$ cat config.mk
export PLATFORM = sky130hd
export DESIGN_NAME = lapg_top
export DESIGN_NICKNAME = d
export VERILOG_FILES = /design/src/hw/lapg_lut_cell.v /design/src/hw/lapg_top.v
export VERILOG_INCLUDE_DIRS = /design/src /design/src/hw
export SDC_FILE = /design/constraint.sdc
export NUM_CORES = 1
export LEC_CHECK = 0
export BUFFER_PORTS_ARGS = -buffer_cell sky130_fd_sc_hd__buf_2
export CORE_ASPECT_RATIO = 1.1
export CORE_UTILIZATION = 40
export CTS_BUF_LIST = sky130_fd_sc_hd__clkbuf_16
export CTS_CLUSTER_DIAMETER = 40
export CTS_CLUSTER_SIZE = 30
export DETAILED_ROUTE_END_ITERATION = 16
export PLACE_DENSITY = 0.65
export SETUP_SLACK_MARGIN = 0.5
export SLEW_MARGIN = 10
export SYNTH_ARGS = -nofsm -noshare
export SYNTH_HDL_FRONTEND = slang
export SYNTH_SLANG_ARGS = --single-unit
$ cat constraint.sdc
create_clock -name aclk -period 3.3 [get_ports aclk]
set_clock_uncertainty 0.05 [all_clocks]
set_input_delay 0 -clock aclk [delete_from_list [all_inputs] [get_ports aclk]]
set_output_delay 0 -clock aclk [all_outputs]
set_load 0.02 [all_outputs]
$ cat src/hw/lapg_consts.vh
`ifndef LAPG_CONSTS_VH
`define LAPG_CONSTS_VH

// Register byte offsets on the AXI4-Lite slave
`define LAPG_OFF_T3_0 8'h00
`define LAPG_OFF_T3_1 8'h04
`define LAPG_OFF_T3_2 8'h08
`define LAPG_OFF_T3_3 8'h0c
`define LAPG_OFF_T4D 8'h10
`define LAPG_OFF_T4M 8'h14
`define LAPG_OFF_CTRL 8'h18
`define LAPG_OFF_STAT 8'h1c

// Register indices returned by the address decoder
`define LAPG_IDX_T4D 4'h4
`define LAPG_IDX_T4M 4'h5
`define LAPG_IDX_CTRL 4'h6
`define LAPG_IDX_STAT 4'h7
`define LAPG_IDX_NONE 4'hf

// Configuration bit numbers carried by the registers
`define LAPG_T3_LOW_FIRST 592
`define LAPG_T3_LOW_LAST 655
`define LAPG_T4M_FIRST 656
`define LAPG_T4M_LAST 671
`define LAPG_T3_HIGH_FIRST 714
`define LAPG_T3_HIGH_LAST 777
`define LAPG_T4D_FIRST 778
`define LAPG_T4D_LAST 793

// Control fields and reset values
`define LAPG_CTRL_MODE 0
`define LAPG_CTRL_LEN_LSB 4
`define LAPG_CTRL_LEN_MSB 7
`define LAPG_LEN_RST 4'hf
`define LAPG_LEN_MIN 4'h1
`define LAPG_WORD_RST 32'h0000_0000
`define LAPG_HALF_RST 16'h0000

// AXI responses
`define LAPG_RESP_OKAY 2'h0
`define LAPG_RESP_SLVERR 2'h2

`endif

$ cat src/hw/lapg_lut_cell.v
`timescale 1ns/100ps
// Combinational lookup cell: output is the table bit indexed by the inputs
module lapg_lut_cell #(
  parameter WIDTH = 3
) (
  input wire [(1 << WIDTH) - 1:0] table_bits,
  input wire [WIDTH - 1:0] sel_in,
  output wire sel_out
);

  // Input zero picks bit 0, all ones picks the top bit; no storage
  assign sel_out = table_bits[sel_in]; // [RULE1] [RULE5] [RULE11]

endmodule // lapg_lut_cell

$ cat src/hw/lapg_top.v
// Our own choices: the AXI4-Lite register port and the placing of the registers.
`timescale 1ns/100ps
// Function
// [RULE1] Three-input table outputs its config bit indexed by inputs, 000 picks lowest.
// [RULE2] Sixteen three-input tables use bits 592-655 and 714-777, ascending, eight each.
// [RULE3] Standard three-input patterns, MSB first, give AND, NAND, OR, NOR, XOR, XNOR.
// [RULE4] Dedicated four-input table takes inputs from and returns output to matrix 1.
// [RULE5] Dedicated four-input table outputs bit 778 plus input value, up to 793.
// [RULE6] Standard sixteen-bit patterns, MSB first, give the four-input gates.
// [RULE7] Macrocell works as four-input table or pattern generator, one at a time.
// [RULE8] Lookup mode: macrocell inputs and output use matrix 0, any truth table.
// [RULE9] Generator mode: repeating user sequence of two to sixteen bits.
// [RULE10] Lookup mode truth table is bits 656-671, input 0000 picks 656.
// [RULE11] All table outputs are purely combinational with no storage.
// [RULE12] Generator advances each rising matrix clock edge, restarts at first bit on reset; here clock pulses that rise and fall while ce is low are lost.
`include "lapg_consts.vh"

module lapg_top (
  input wire aclk,
  input wire aresetn,
  input wire ce,
  input wire [7:0] s_axi_awaddr,
  input wire s_axi_awvalid,
  output reg s_axi_awready,
  input wire [31:0] s_axi_wdata,
  input wire [3:0] s_axi_wstrb,
  input wire s_axi_wvalid,
  output reg s_axi_wready,
  output reg [1:0] s_axi_bresp,
  output reg s_axi_bvalid,
  input wire s_axi_bready,
  input wire [7:0] s_axi_araddr,
  input wire s_axi_arvalid,
  output reg s_axi_arready,
  output reg [31:0] s_axi_rdata,
  output reg [1:0] s_axi_rresp,
  output reg s_axi_rvalid,
  input wire s_axi_rready,
  input wire [47:0] m_lut3_in,
  output wire [15:0] m_lut3_out,
  input wire [3:0] m1_table_in,
  output wire m1_table_out,
  input wire [3:0] m0_cell_in,
  input wire m0_pattern_generator_clk,
  output wire m0_cell_out
);

  // Configuration words; tables 0-7 in words 0-1, tables 8-15 in words 2-3
  reg [31:0] t3_reg [0:3];
  reg [15:0] t4d_reg;
  reg [15:0] t4m_reg;
  reg mode_reg;
  reg [3:0] len_reg;
  reg [3:0] pos_reg;
  reg [3:0] pos_next;
  reg clk_s1_reg;
  reg clk_s2_reg;
  reg clk_s3_reg;
  reg aw_held_reg;
  reg w_held_reg;
  reg [7:0] awaddr_reg;
  reg [31:0] wdata_reg;
  reg [3:0] wstrb_reg;
  wire [127:0] t3_flat;
  wire [3:0] m0_lut_sel;
  wire m0_lut_out;
  wire pattern_generator_edge;
  wire [3:0] len_eff;
  wire [3:0] wr_idx;
  wire [3:0] rd_idx;
  wire aw_take;
  wire w_take;
  wire wr_fire;
  wire [31:0] t4d_wr_word;
  wire [31:0] t4m_wr_word;
  genvar gi;

  // Address decode shared by the write and read paths
  function [3:0] lapg_dec;
    input [7:0] addr;
    begin
      if (addr == `LAPG_OFF_T3_0) begin
        lapg_dec = 4'h0;
      end else if (addr == `LAPG_OFF_T3_1) begin
        lapg_dec = 4'h1;
      end else if (addr == `LAPG_OFF_T3_2) begin
        lapg_dec = 4'h2;
      end else if (addr == `LAPG_OFF_T3_3) begin
        lapg_dec = 4'h3;
      end else if (addr == `LAPG_OFF_T4D) begin
        lapg_dec = `LAPG_IDX_T4D;
      end else if (addr == `LAPG_OFF_T4M) begin
        lapg_dec = `LAPG_IDX_T4M;
      end else if (addr == `LAPG_OFF_CTRL) begin
        lapg_dec = `LAPG_IDX_CTRL;
      end else if (addr == `LAPG_OFF_STAT) begin
        lapg_dec = `LAPG_IDX_STAT;
      end else begin
        lapg_dec = `LAPG_IDX_NONE;
      end
    end
  endfunction

  // Byte-lane merge of a write into an existing word
  function [31:0] lapg_merge;
    input [31:0] old_word;
    input [31:0] new_word;
    input [3:0] strb;
    integer b;
    begin
      lapg_merge = old_word;
      for (b = 0; b < 4; b = b + 1) begin
        if (strb[b]) begin
          lapg_merge[b * 8 +: 8] = new_word[b * 8 +: 8];
        end
      end
    end
  endfunction

  // Ascending eight-bit slices, table n at bits 8n+7:8n of the flat vector
  assign t3_flat = {t3_reg[3], t3_reg[2], t3_reg[1], t3_reg[0]}; // [RULE2]

  // Sixteen three-input tables; gate patterns need no special casing
  generate
    for (gi = 0; gi < 16; gi = gi + 1) begin : g_lut3
      lapg_lut_cell #(.WIDTH(3)) u_lut3 (
        .table_bits(t3_flat[gi * 8 +: 8]), // [RULE1] [RULE2] [RULE3]
        .sel_in(m_lut3_in[gi * 3 +: 3]),
        .sel_out(m_lut3_out[gi])
      );
    end
  endgenerate

  // Dedicated table sits wholly on matrix 1
  lapg_lut_cell #(.WIDTH(4)) u_t4d (
    .table_bits(t4d_reg), // [RULE4] [RULE5] [RULE6]
    .sel_in(m1_table_in),
    .sel_out(m1_table_out)
  );

  // Macrocell table, matrix 0; in generator mode it indexes the pattern
  assign m0_lut_sel = mode_reg ? pos_reg : m0_cell_in; // [RULE7]
  lapg_lut_cell #(.WIDTH(4)) u_t4m (
    .table_bits(t4m_reg), // [RULE8] [RULE10] [RULE6]
    .sel_in(m0_lut_sel),
    .sel_out(m0_lut_out)
  );
  assign m0_cell_out = m0_lut_out; // [RULE11]

  // Matrix clock is foreign to aclk; s1 only feeds s2
  always @(posedge aclk) begin
    if (!aresetn) begin
      clk_s1_reg <= 1'b0;
      clk_s2_reg <= 1'b0;
      clk_s3_reg <= 1'b0;
    end else if (ce) begin
      clk_s1_reg <= m0_pattern_generator_clk;
      clk_s2_reg <= clk_s1_reg;
      clk_s3_reg <= clk_s2_reg;
    end
  end
  assign pattern_generator_edge = clk_s2_reg & ~clk_s3_reg;

  // A length field of zero would give a one-bit loop, so floor it at one, giving a two-bit loop
  assign len_eff = (len_reg < `LAPG_LEN_MIN) ? `LAPG_LEN_MIN : len_reg;

  // Wrap after the last selected bit; hold at first bit in lookup mode
  always @* begin
    pos_next = pos_reg;
    if (!mode_reg) begin
      pos_next = 4'h0;
    end else if (pattern_generator_edge) begin
      if (pos_reg >= len_eff) begin
        pos_next = 4'h0; // [RULE9]
      end else begin
        pos_next = pos_reg + 4'h1; // [RULE12]
      end
    end
  end

  always @(posedge aclk) begin
    if (!aresetn) begin
      pos_reg <= 4'h0; // [RULE12]
    end else if (ce) begin
      pos_reg <= pos_next;
    end
  end

  // Write channel: address and data taken independently, in either order
  assign aw_take = s_axi_awvalid & s_axi_awready;
  assign w_take = s_axi_wvalid & s_axi_wready;
  assign wr_fire = aw_held_reg & w_held_reg & ~s_axi_bvalid;
  assign wr_idx = lapg_dec(awaddr_reg);
  assign rd_idx = lapg_dec(s_axi_araddr);
  assign t4d_wr_word = lapg_merge({16'h0000, t4d_reg}, wdata_reg, wstrb_reg);
  assign t4m_wr_word = lapg_merge({16'h0000, t4m_reg}, wdata_reg, wstrb_reg);

  always @(posedge aclk) begin
    if (!aresetn) begin
      s_axi_awready <= 1'b1;
      s_axi_wready <= 1'b1;
      s_axi_bvalid <= 1'b0;
      s_axi_bresp <= `LAPG_RESP_OKAY;
      aw_held_reg <= 1'b0;
      w_held_reg <= 1'b0;
      awaddr_reg <= 8'h00;
      wdata_reg <= `LAPG_WORD_RST;
      wstrb_reg <= 4'h0;
      t3_reg[0] <= `LAPG_WORD_RST;
      t3_reg[1] <= `LAPG_WORD_RST;
      t3_reg[2] <= `LAPG_WORD_RST;
      t3_reg[3] <= `LAPG_WORD_RST;
      t4d_reg <= `LAPG_HALF_RST;
      t4m_reg <= `LAPG_HALF_RST;
      mode_reg <= 1'b0;
      len_reg <= `LAPG_LEN_RST;
    end else if (ce) begin
      if (aw_take) begin
        awaddr_reg <= s_axi_awaddr;
        aw_held_reg <= 1'b1;
        s_axi_awready <= 1'b0;
      end
      if (w_take) begin
        wdata_reg <= s_axi_wdata;
        wstrb_reg <= s_axi_wstrb;
        w_held_reg <= 1'b1;
        s_axi_wready <= 1'b0;
      end
      if (wr_fire) begin
        aw_held_reg <= 1'b0;
        w_held_reg <= 1'b0;
        s_axi_bvalid <= 1'b1;
        s_axi_bresp <= `LAPG_RESP_OKAY;
        if (wr_idx < `LAPG_IDX_T4D) begin
          t3_reg[wr_idx[1:0]] <= lapg_merge(t3_reg[wr_idx[1:0]],
                                            wdata_reg, wstrb_reg);
        end else if (wr_idx == `LAPG_IDX_T4D) begin
          t4d_reg <= t4d_wr_word[15:0];
        end else if (wr_idx == `LAPG_IDX_T4M) begin
          t4m_reg <= t4m_wr_word[15:0];
        end else if (wr_idx == `LAPG_IDX_CTRL) begin
          if (wstrb_reg[0]) begin
            mode_reg <= wdata_reg[`LAPG_CTRL_MODE]; // [RULE7]
            len_reg <= wdata_reg[`LAPG_CTRL_LEN_MSB:`LAPG_CTRL_LEN_LSB];
          end
        end else if (wr_idx == `LAPG_IDX_NONE) begin
          s_axi_bresp <= `LAPG_RESP_SLVERR;
        end
      end
      if (s_axi_bvalid && s_axi_bready) begin
        s_axi_bvalid <= 1'b0;
        s_axi_awready <= 1'b1;
        s_axi_wready <= 1'b1;
      end
    end
  end

  // Read channel: one read in flight, data from the decoded register
  always @(posedge aclk) begin
    if (!aresetn) begin
      s_axi_arready <= 1'b1;
      s_axi_rvalid <= 1'b0;
      s_axi_rdata <= `LAPG_WORD_RST;
      s_axi_rresp <= `LAPG_RESP_OKAY;
    end else if (ce) begin
      if (s_axi_arvalid && s_axi_arready) begin
        s_axi_arready <= 1'b0;
        s_axi_rvalid <= 1'b1;
        s_axi_rresp <= `LAPG_RESP_OKAY;
        if (rd_idx < `LAPG_IDX_T4D) begin
          s_axi_rdata <= t3_reg[rd_idx[1:0]];
        end else if (rd_idx == `LAPG_IDX_T4D) begin
          s_axi_rdata <= {16'h0000, t4d_reg};
        end else if (rd_idx == `LAPG_IDX_T4M) begin
          s_axi_rdata <= {16'h0000, t4m_reg};
        end else if (rd_idx == `LAPG_IDX_CTRL) begin
          s_axi_rdata <= {24'h000000, len_reg, 3'h0, mode_reg};
        end else if (rd_idx == `LAPG_IDX_STAT) begin
          s_axi_rdata <= {23'h000000, m0_cell_out, 4'h0, pos_reg};
        end else begin
          s_axi_rdata <= `LAPG_WORD_RST;
          s_axi_rresp <= `LAPG_RESP_SLVERR;
        end
      end else if (s_axi_rvalid && s_axi_rready) begin
        s_axi_rvalid <= 1'b0;
        s_axi_arready <= 1'b1;
      end
    end
  end

endmodule // lapg_top

Word level (Yosys, flattened, before mapping)
Memory sizes are Yosys's and may differ from the RTL's.
Cells that the tools add are included.

word-level totals
  register bits after elaboration = 131
  memory bits (writable) = 128
  input port bits = 117
  output and inout bits = 59
  word-level logic and storage cells = 231
  memories kept = 1

memories
  memory  words  width  read ports  clocked after Yosys merged registers in  write ports  line           RTL
  t3_reg  4      32     5           0                                        4            lapg_top.v:49  reg [31:0] t3_reg [0:3];

operators by class
  $add $sub $neg = 1
  $lt $le $gt $ge = 22
  eq/ne operators = 27
  muxes and demuxes = 115
  bitwise logic cells = 10
  reductions and logical operators = 32

operators with widths
  kind                  count
  $mux W8               20
  $mux W4               22
  $eq A8 B5 Y1 const B  8
  $lt A3 B4 Y1 const B  16
  $mux W32              2
  $bmux W1 S3           16
  $mux W1               38
  $eq A8 B4 Y1 const B  4
  $mux W16              2
  $reduce_or A32 Y1     1
  $reduce_and A2 Y1     15
  $eq A4 B3 Y1 const B  7
  $mux W2               11
  $ne A5 B5 Y1 const B  4
  $mux W9               2
  $eq A8 B3 Y1 const B  2
  $logic_not A8 Y1      2
  $reduce_and A6 Y1     2
  $reduce_bool A2 Y1    6
  $lt A4 B5 Y1 const B  2
  $reduce_and A5 Y1     2
  $bmux W1 S4           2
  $lt A4 B3 Y1 const B  2
  $reduce_and A7 Y1     1
  8 further kinds       18

Logic depth before layout (Yosys ltp)
Gate-level depths: netlist (run 1).

  word-level depth = 18
  gate-level depth with buffers = 8
  mapped depth without buffers = 8

Cells and area by module
Synthesis (run 1) repeated with hierarchy kept, for this count alone.

unflattened totals
  cells, all modules = 1070
  area, all modules = 12391.9 um^2

by module, submodules not included
  module                                 times used  cells an instance  area each (um^2)
  lapg_top                               1           1008               11100.6
  lapg_lut_cell at g_lut3[0].u_lut3 ...  16          3                  63.8
  lapg_lut_cell at u_t4d ...             2           7                  135.1

Least setup slack after synthesis (run 1)
OpenSTA, ideal clock, no wires.

  kind = reg-to-reg
  from = reg awaddr_reg[0]
  to = mem t3_reg[0][0] (enable)
  arrival time = 2.160 ns
  setup slack = 0.705 ns
  stages on the path, launching flop included = 6
  path buffers = 2
  clock period less this slack = 2.595 ns
  path through = dfxtp_1 or4_1 buf_2 or4_1 clkbuf_1 o21ai_0

RTL lines
  element                 line            RTL
  from (decl)             lapg_top.v:61   reg [7:0] awaddr_reg;
  from (signal assigned)  lapg_top.v:219  awaddr_reg <= s_axi_awaddr;
  to (decl)               lapg_top.v:49

Final worst setup path (run 1)
  from = reg mode_reg
  to = out m0_cell_out

between the ends
  longest elaborated chain between the ends = 3

ends and longest elaborated chain
  element                        line                RTL
  from (decl)                    lapg_top.v:52       reg mode_reg;
  from (signal assigned)         lapg_top.v:243      mode_reg <= wdata_reg[`LAPG_CTRL_MODE];
  $mux W4                        lapg_top.v:142      assign m0_lut_sel = mode_reg ? pos_reg : m0_cell_in;
  $bmux W1 S4                    lapg_lut_cell.v:12  assign sel_out = table_bits[sel_in];
  $mux W1 (not written as such)  lapg_lut_cell.v:12
  to (decl)                      lapg_top.v:45       output wire m0_cell_out

No other way between the ends. The select of a mux whose other input is x is not followed.

==> results of run 1 <==
-- cells by family after synthesis --
logic type / Yosys count / synth area share [%]
AND/OR/NAND/NOR: 382 / 16.31
flip-flops: 257 / 52.16
AO/OA/AOI/OAI: 157 / 7.607
multiplexers: 151 / 19.65
buffers and inverters: 85 / 3.595
adder cells (fa/ha/maj): 5 / 0.5078
XOR/XNOR: 2 / 0.1422
other: 1 / 0.03044
-- power breakdown --
part	total (mW)	internal [mW]	switching (mW)
Sequential	3.54	3.44	0.0998
Combinational	0.627	0.284	0.344
Clock	3.72	2.18	1.54
Total	7.89	5.91	1.99
-- critical path, delay by kind of cell (launching register included) --
kind | cells | cell delay [ps]
DFF | 1 | 610
buffers and inverters | 1 | 210
muxes | 3 | 920
and+or+nand+nor | 1 | 110
AOI/OAI and AO/OA | 1 | 250
-- metal layers --
metal	up-vias	global-route usage [%]	wire (µm)
met5	-	0	0
met4	0	7.928	1064
met2	367	37.68	16910
met1	4534	28.66	14440
li1	4259	-	-
met3	75	3.253	2203
-- worst min-delay path by stage --
stage / end / cells past startpoint
after floorplan: awaddr_reg[0] / 2
after global routing: clk_s3_reg / 4
final: clk_s3_reg / 4
after detailed placement: wdata_reg[4] / 3
after CTS: s_axi_rvalid / 5
after global placement: wdata_reg[17] / 3
-- repair_timing --
| action | 4_1_cts | 5_1_grt |
|---|---|---|
| endpoints found under the hold margin | 55 | 0 |
| endpoints found under the setup margin | 9 | 24 |
| hold buffers | 55 | 0 |
| gates cloned | 0 | 0 |
| buffers inserted | 0 | 0 |
| resized for setup | 2 | 3 |
-- per-stage QoR --
| stage | hold WS (ps) | util, % |
|---|---|---|
| after global routing | 56.63 | 50.34 |
| after CTS | 30.48 | 50.31 |
| final | 36.99 | 50.34 |
| after detailed placement | 197.3 | 44.63 |
| after global placement | 194.4 | 44.63 |
| after floorplan | 85.96 | - |
-- placed cells by master, fill, tap and decap left out, types with 5 or more instances in the layout --
master and count:
nor2b_1 5, buf_4 28, nand3_1 7, and3_1 9
mux4_2 63, buf_2 173, edfxtp_1 128, mux4_1 5
inv_1 11, mux2_2 29, a21oi_1 68, inv_6 7
dlygate4sd3_1 55, dfxtp_1 129, clkinv_2 5, nand2_1 118
clkbuf_16 37, a22oi_1 31, nand4_2 5, nand2b_1 6
nor2_1 75, o21ai_0 34, mux2i_1 53, ha_1 5
and2_1 129
-- cell type report --
type | count | area share, %
clock inverter | 27 | 1.573
tap | 414 | 3.391
inverter | 11 | 0.2785
clock buffer | 37 | 6.061
sequential | 257 | 42.07
multi-input combinational | 699 | 35.85
timing repair buffer | 257 | 10.78
==> impl_results.md, run 1 <==
- Outcome: complete, but fails checks
- Failing checks: design-rule violations
- Largest register FFs: between 100 and 150
- CP Max Fanout: 12
- Reg2reg end: t3_reg[2][8]
- Hold crit path type: in2reg
- Worst-skew pair later-pin latency: about 520 ps
- Layout cells sized above 1: slightly below 30%
- Syn avg cell area: 11.85 µm²
- Post-route minimum period: roughly 2700 ps
- Arr. time, crit path: between 2000 and 3000 ps
- Top cell type's share of synthesized area: a little under a third
- Vias in the first global route: 9,018
- CTS tree: yes
- Last element of the critical path: m0_cell_out
- Top_reg_cell synth: dfxtp_1
- Clock transition at path regs: about 50 ps
- Diode count: 0
- Most frequent CP cell: mux2i_1
- Aggregate global routing overflow: 0
- Crit share post-route: 80.48%
- Post-synth top cells: and2_1, dfxtp_1, edfxtp_1
- Max H-tree Level: 2
- Synth warn: 0
- Final Max Slew Viols: 0
- Avg WL per Cell: between 20 and 25 µm
- Seq. cell area: 0.006426 mm²
- Largest area contributor in the netlist: edfxtp_1
- Netlist area before placement: around 0.012 mm²
- Final ANT Viol Nets: 0
- Peak supply drop: between 0.3 and 0.4 mV
- Total Power: around 8 mW
- Ports: around 180
- Post-DP HPWL: around 25,000 µm
- Initial antenna violation count: 0
- Fin. Hold Viols: 0
- Layout Area Growth over Synthesis: 23.99%
- Placed instance area: ~0.014 mm²
- Beginning of the critical path: mode_reg
- Pwr dens: approximately 520 mW/mm²
- Crit Reg-Reg Startpoint: awaddr_reg[0]
- Tot GR Track Use: ~22%
- Max stage delay on crit path: 610 ps
- Global-route wire length before repair: 52,450 µm
- Die Y: roughly 190 µm
- EDFF count, synth: 128
- 1st-iter DRT viols: 819
- Asr flop ratio synth: 0%
- Inserted Clock Buffers: 36
- Gate Count Post-Synth: around 1,000
- Yosys reg bits: 257
- Max_slew headroom: 38.17%
- Largest net degree at the start of global routing: 52
- R2r setup slk: between 600 and 700 ps
- Worst Tran Pin Value: about 900 ps
- Routed wire length: approximately 35,000 µm
- IO buf count: around 170
- Worst r2r path cells: 4
- Crit-path cells: mux2i_4 > mux2i_1 > a22oi_1 > nand3_1 > mux2i_1 > buf_2
- First-pass DRT Iterations: 13
- Multi-input logic area: between 0.005 and 0.006 mm²
- Final instance area: 0.01528 mm²
- Worst Min Path Start: ce
- Inst Count DP: between 1,500 and 2,000
- Total number of vias: slightly above 9,000
- TNS Setup: 0 ps
- Setup Viol. Count Final: 0
- Pleak: around 6.2 nW
- Top cells by area, synth: edfxtp_1, dfxtp_1, mux4_2, and2_1, mux2i_1
- Startpoint types: flop
- RD Place Congestion: 0.9036
- Starting Density: 40.60%
- Setup Crit Path Kind: reg2out
- Post-place setup slack: 407.3 ps
- Cell variety after synth: 60
- CP required: 3250 ps
- Final instance count without filler cells: ~1,700
- RSZ-0062 raised after global routing: false
- Crit-path slowest cell: dfxtp_1
- Die Width: 169.3 µm
- Number of max-cap violations: 0
- Sequential area share after synthesis: 52.16%
- Via-per-instance ratio: about 5.4
- # nets final: between 1,000 and 1,500
- CTS sink cnt: approximately 260
- Core area: between 0.03 and 0.04 mm²
- Longest Clk Path Bufs: 3
- Max Clock Freq: 376.5 MHz
- CP endpoint kind: primary output
- DR DRC count: 1
- # fillers: about 2,800
- Setup slack after layout: between 600 and 700 ps
- # rows: between 60 and 70
- CTS Root Cell: clkbuf_16
- DIE AREA: between 0.03 and 0.04 mm²
(Power assumes the default switching activity.)
==> run 2, diff against run 1 <==
==> constraint.sdc (replaced) <==
create_clock -name aclk -period 2.52 [get_ports aclk]
set_clock_uncertainty 0.05 [all_clocks]
set_input_delay 0 -clock aclk [delete_from_list [all_inputs] [get_ports aclk]]
set_output_delay 0 -clock aclk [all_outputs]
set_load 0.02 [all_outputs]
==> run 2 against run 1 <==
Total power increased by 29%. Setup slack worse by 360 ps. Clock power rose by 22%. Non-clock buffer count increased by 54. Combinational power increased by 54%. Critical path type is now reg2reg. The flow now finishes without violations.
==> impl_results.md, run 2 (synthesized netlist as in run 1, its figures left out) <==
- Outcome: completed (was complete, but fails checks)
- Peak supply drop: 0.4925 mV (was 0.3526 mV)
- Final instance count without filler cells: 1,750 (was 1,702)
- RD Place Congestion: 0.8499 (was 0.9036)
- CP endpoint kind: flop (was primary output)
- Layout cells sized above 1: 36.15% (was 29.19%)
- Startpoint types: flop (unchanged)
- Worst Min Path Start: aresetn (was ce)
- R2r setup slk: 280 ps (was 670 ps)
- Arr. time, crit path: 2510 ps (was 2610 ps)
- Diode count: 0 (unchanged)
- DR DRC count: 0 (was 1)
- DIE AREA: 0.03151 mm² (unchanged)
- Longest Clk Path Bufs: 3 (unchanged)
- Hold Path Sink: len_reg[1] (was clk_s3_reg)
- Total number of vias: 9,302 (was 9,235)
- Avg WL per Cell: 20.18 µm (was 20.34 µm)
- Starting Density: 40.60% (unchanged)
- Vias in the first global route: 9,075 (was 9,018)
- Sum of buffers and inverters on the critical path: 1 (unchanged)
- Fin. Hold Viols: 0 (unchanged)
- Final ANT Viol Nets: 0 (unchanged)
- Max Clock Freq: approximately 450 MHz
- Core area: 0.03035 mm² (unchanged)
- Die Width: 169.3 µm (unchanged)
- # nets final: 1,433 (was 1,384)
- CP delay by family, top: simple AND/OR/NAND/NOR gates (was multiplexers)
- CTS sink cnt: 257 (unchanged)
- CTS Root Cell: clkbuf_16 (unchanged)
- Hold crit path type: in2reg (unchanged)
- IO buf count: 173 (unchanged)
- Tot GR Track Use: 22.30% (was 22.12%)
- Setup Viol. Count Final: 0 (unchanged)
- Max stage delay on crit path: 590 ps (was 610 ps)
- Clock transition at path regs: 60 ps (was 50 ps)
- Final Max Slew Viols: 0 (unchanged)
- Pwr dens: 625.1 mW/mm² (was 516.7 mW/mm²)
- Total Power: 10.15 mW (was 7.893 mW)
- Largest register FFs: 128 (unchanged)
- Inserted Clock Buffers: 31 (was 36)
- Reg2reg end: t3_reg[3][24] (was t3_reg[2][8])
- WHS Path Cells: 3 (was 4)
- Worst Tran Pin Value: 784.3 ps (was 926.4 ps)
- Most frequent cells in the layout: buf_2, edfxtp_1, dfxtp_1 (was buf_2, and2_1, dfxtp_1)
- Worst-skew pair later-pin latency: 570 ps (was 520 ps)
- Crit-path slowest cell: or4_4 (was dfxtp_1)
- Die Y: 186.1 µm (unchanged)
- RSZ-0062 raised after global routing: true (was false)
- Largest net degree at the start of global routing: 64 (was 52)
- Routed wire length: 35,310 µm (was 34,620 µm)
- CTS tree: yes (unchanged)
- CP required: 2790 ps (was 3250 ps)
- # fillers: 2,572 (was 2,764)
- Via-per-instance ratio: 5.315 (was 5.426)
- Post-DP HPWL: 24,790 µm (was 25,280 µm)
- Commonest non-fill, non-tap cell in the layout: buf_2 (unchanged)
- CP Max Fanout: 8 (was 12)
- Max_slew headroom: 47.71% (was 38.17%)
- Pleak: 6.539 nW (was 6.237 nW)
- Worst r2r path cells: 6 (was 4)
- Number of max-cap violations: 0 (unchanged)
- Crit-path cells: or4_4 > nor4_4 > o41a_2 > and3_4 > a21oi_4 > buf_12 (was mux2i_4 > mux2i_1 > a22oi_1 > nand3_1 > mux2i_1 > buf_2)
- Layout Area Growth over Synthesis: 31.79% (was 23.99%)
- TNS Setup: 0 ps (unchanged)
- Inst Count DP: 1,584 (was 1,583)
- # rows: 67 (unchanged)
- Crit share post-route: roughly nine tenths
- Aggregate global routing overflow: 0 (unchanged)
- First-pass DRT Iterations: 5 (was 13)
- Post-route minimum period: between 2000 and 2500 ps
- Initial antenna violation count: 1 (was 0)
- Max H-tree Level: 1 (was 2)
- Crit Reg-Reg Startpoint: awaddr_reg[5] (was awaddr_reg[0])
- 1st-iter DRT viols: 672 (was 819)
- Ports: 176 (unchanged)
- Global-route wire length before repair: 52,470 µm (was 52,450 µm)
- Setup Crit Path Kind: reg2reg (was reg2out)
==> run 2: how the worst max path moves through the flow <==
stage | start | to | cells past startpoint
global placement | awaddr_reg[0] | t3_reg[3][11] | 5
CTS | mode_reg | m0_cell_out | 7
detailed placement | awaddr_reg[0] | t3_reg[1][0] | 6
finish | awaddr_reg[5] | t3_reg[3][24] | 6
global route | mode_reg | m0_cell_out | 7
floorplan | awaddr_reg[0] | t3_reg[1][10] | 5
==> run 2: routing by layer <==
metal,up-vias,track usage [%],wire [µm]
met1,4531,28.11,14750
met2,353,39.13,17550
met5,-,0,0
met4,0,6.595,756
li1,4359,-,-
met3,59,3.827,2247
==> run 2: what timing repair did <==
item / 4_1_cts / 5_1_grt
endpoints found under the hold margin: 56 / 0
setup endpoints to repair: 299 / 299
resized for setup: 70 / 43
hold buffers: 70 / 0
buffers inserted: 18 / 20
pin swaps: 25 / 21
gates cloned: 0 / 0
==> run 2: stage by stage <==
stage	hold slack [ps]	worst slack (ps)	util, %	instance area [µm²]
finish	2.998	282.1	53.50	16240
global route	38.53	213.2	53.50	16240
detailed placement	197.5	65.15	45.25	13730
global placement	191.8	153.1	45.25	13730
CTS	7.596	284.3	52.51	15930
floorplan	85.96	346.2	-	12510
==> run 2: cell type report <==
| cell class | instances | area [µm²] | share of cell area (%) |
|---|---|---|---|
| Multi-Input combinational cell | 699 | 5937 | 36.56 |
| Sequential cell | 257 | 6442 | 39.68 |
| Clock inverter | 26 | 272.8 | 1.680 |
| Tap cell | 414 | 518.0 | 3.190 |
| Timing Repair Buffer | 311 | 2223 | 13.69 |
| Inverter | 11 | 42.54 | 0.2620 |
| Clock buffer | 32 | 800.8 | 4.932 |
==> run 2: power breakdown <==
part,switching [mW],internal [mW],leakage (nW)
Combinational,0.499,0.469,3.63
Sequential,0.138,4.50,2.37
Clock,2.00,2.54,0.533
Total,2.64,7.51,6.54
==> run 2: worst register-to-register path: stages (launching register included) <==
cell and delay, ps:
dfxtp_2 320, or4_4 590, nor4_4 260, o41a_2 230, and3_4 320, a21oi_4 60, buf_12 170
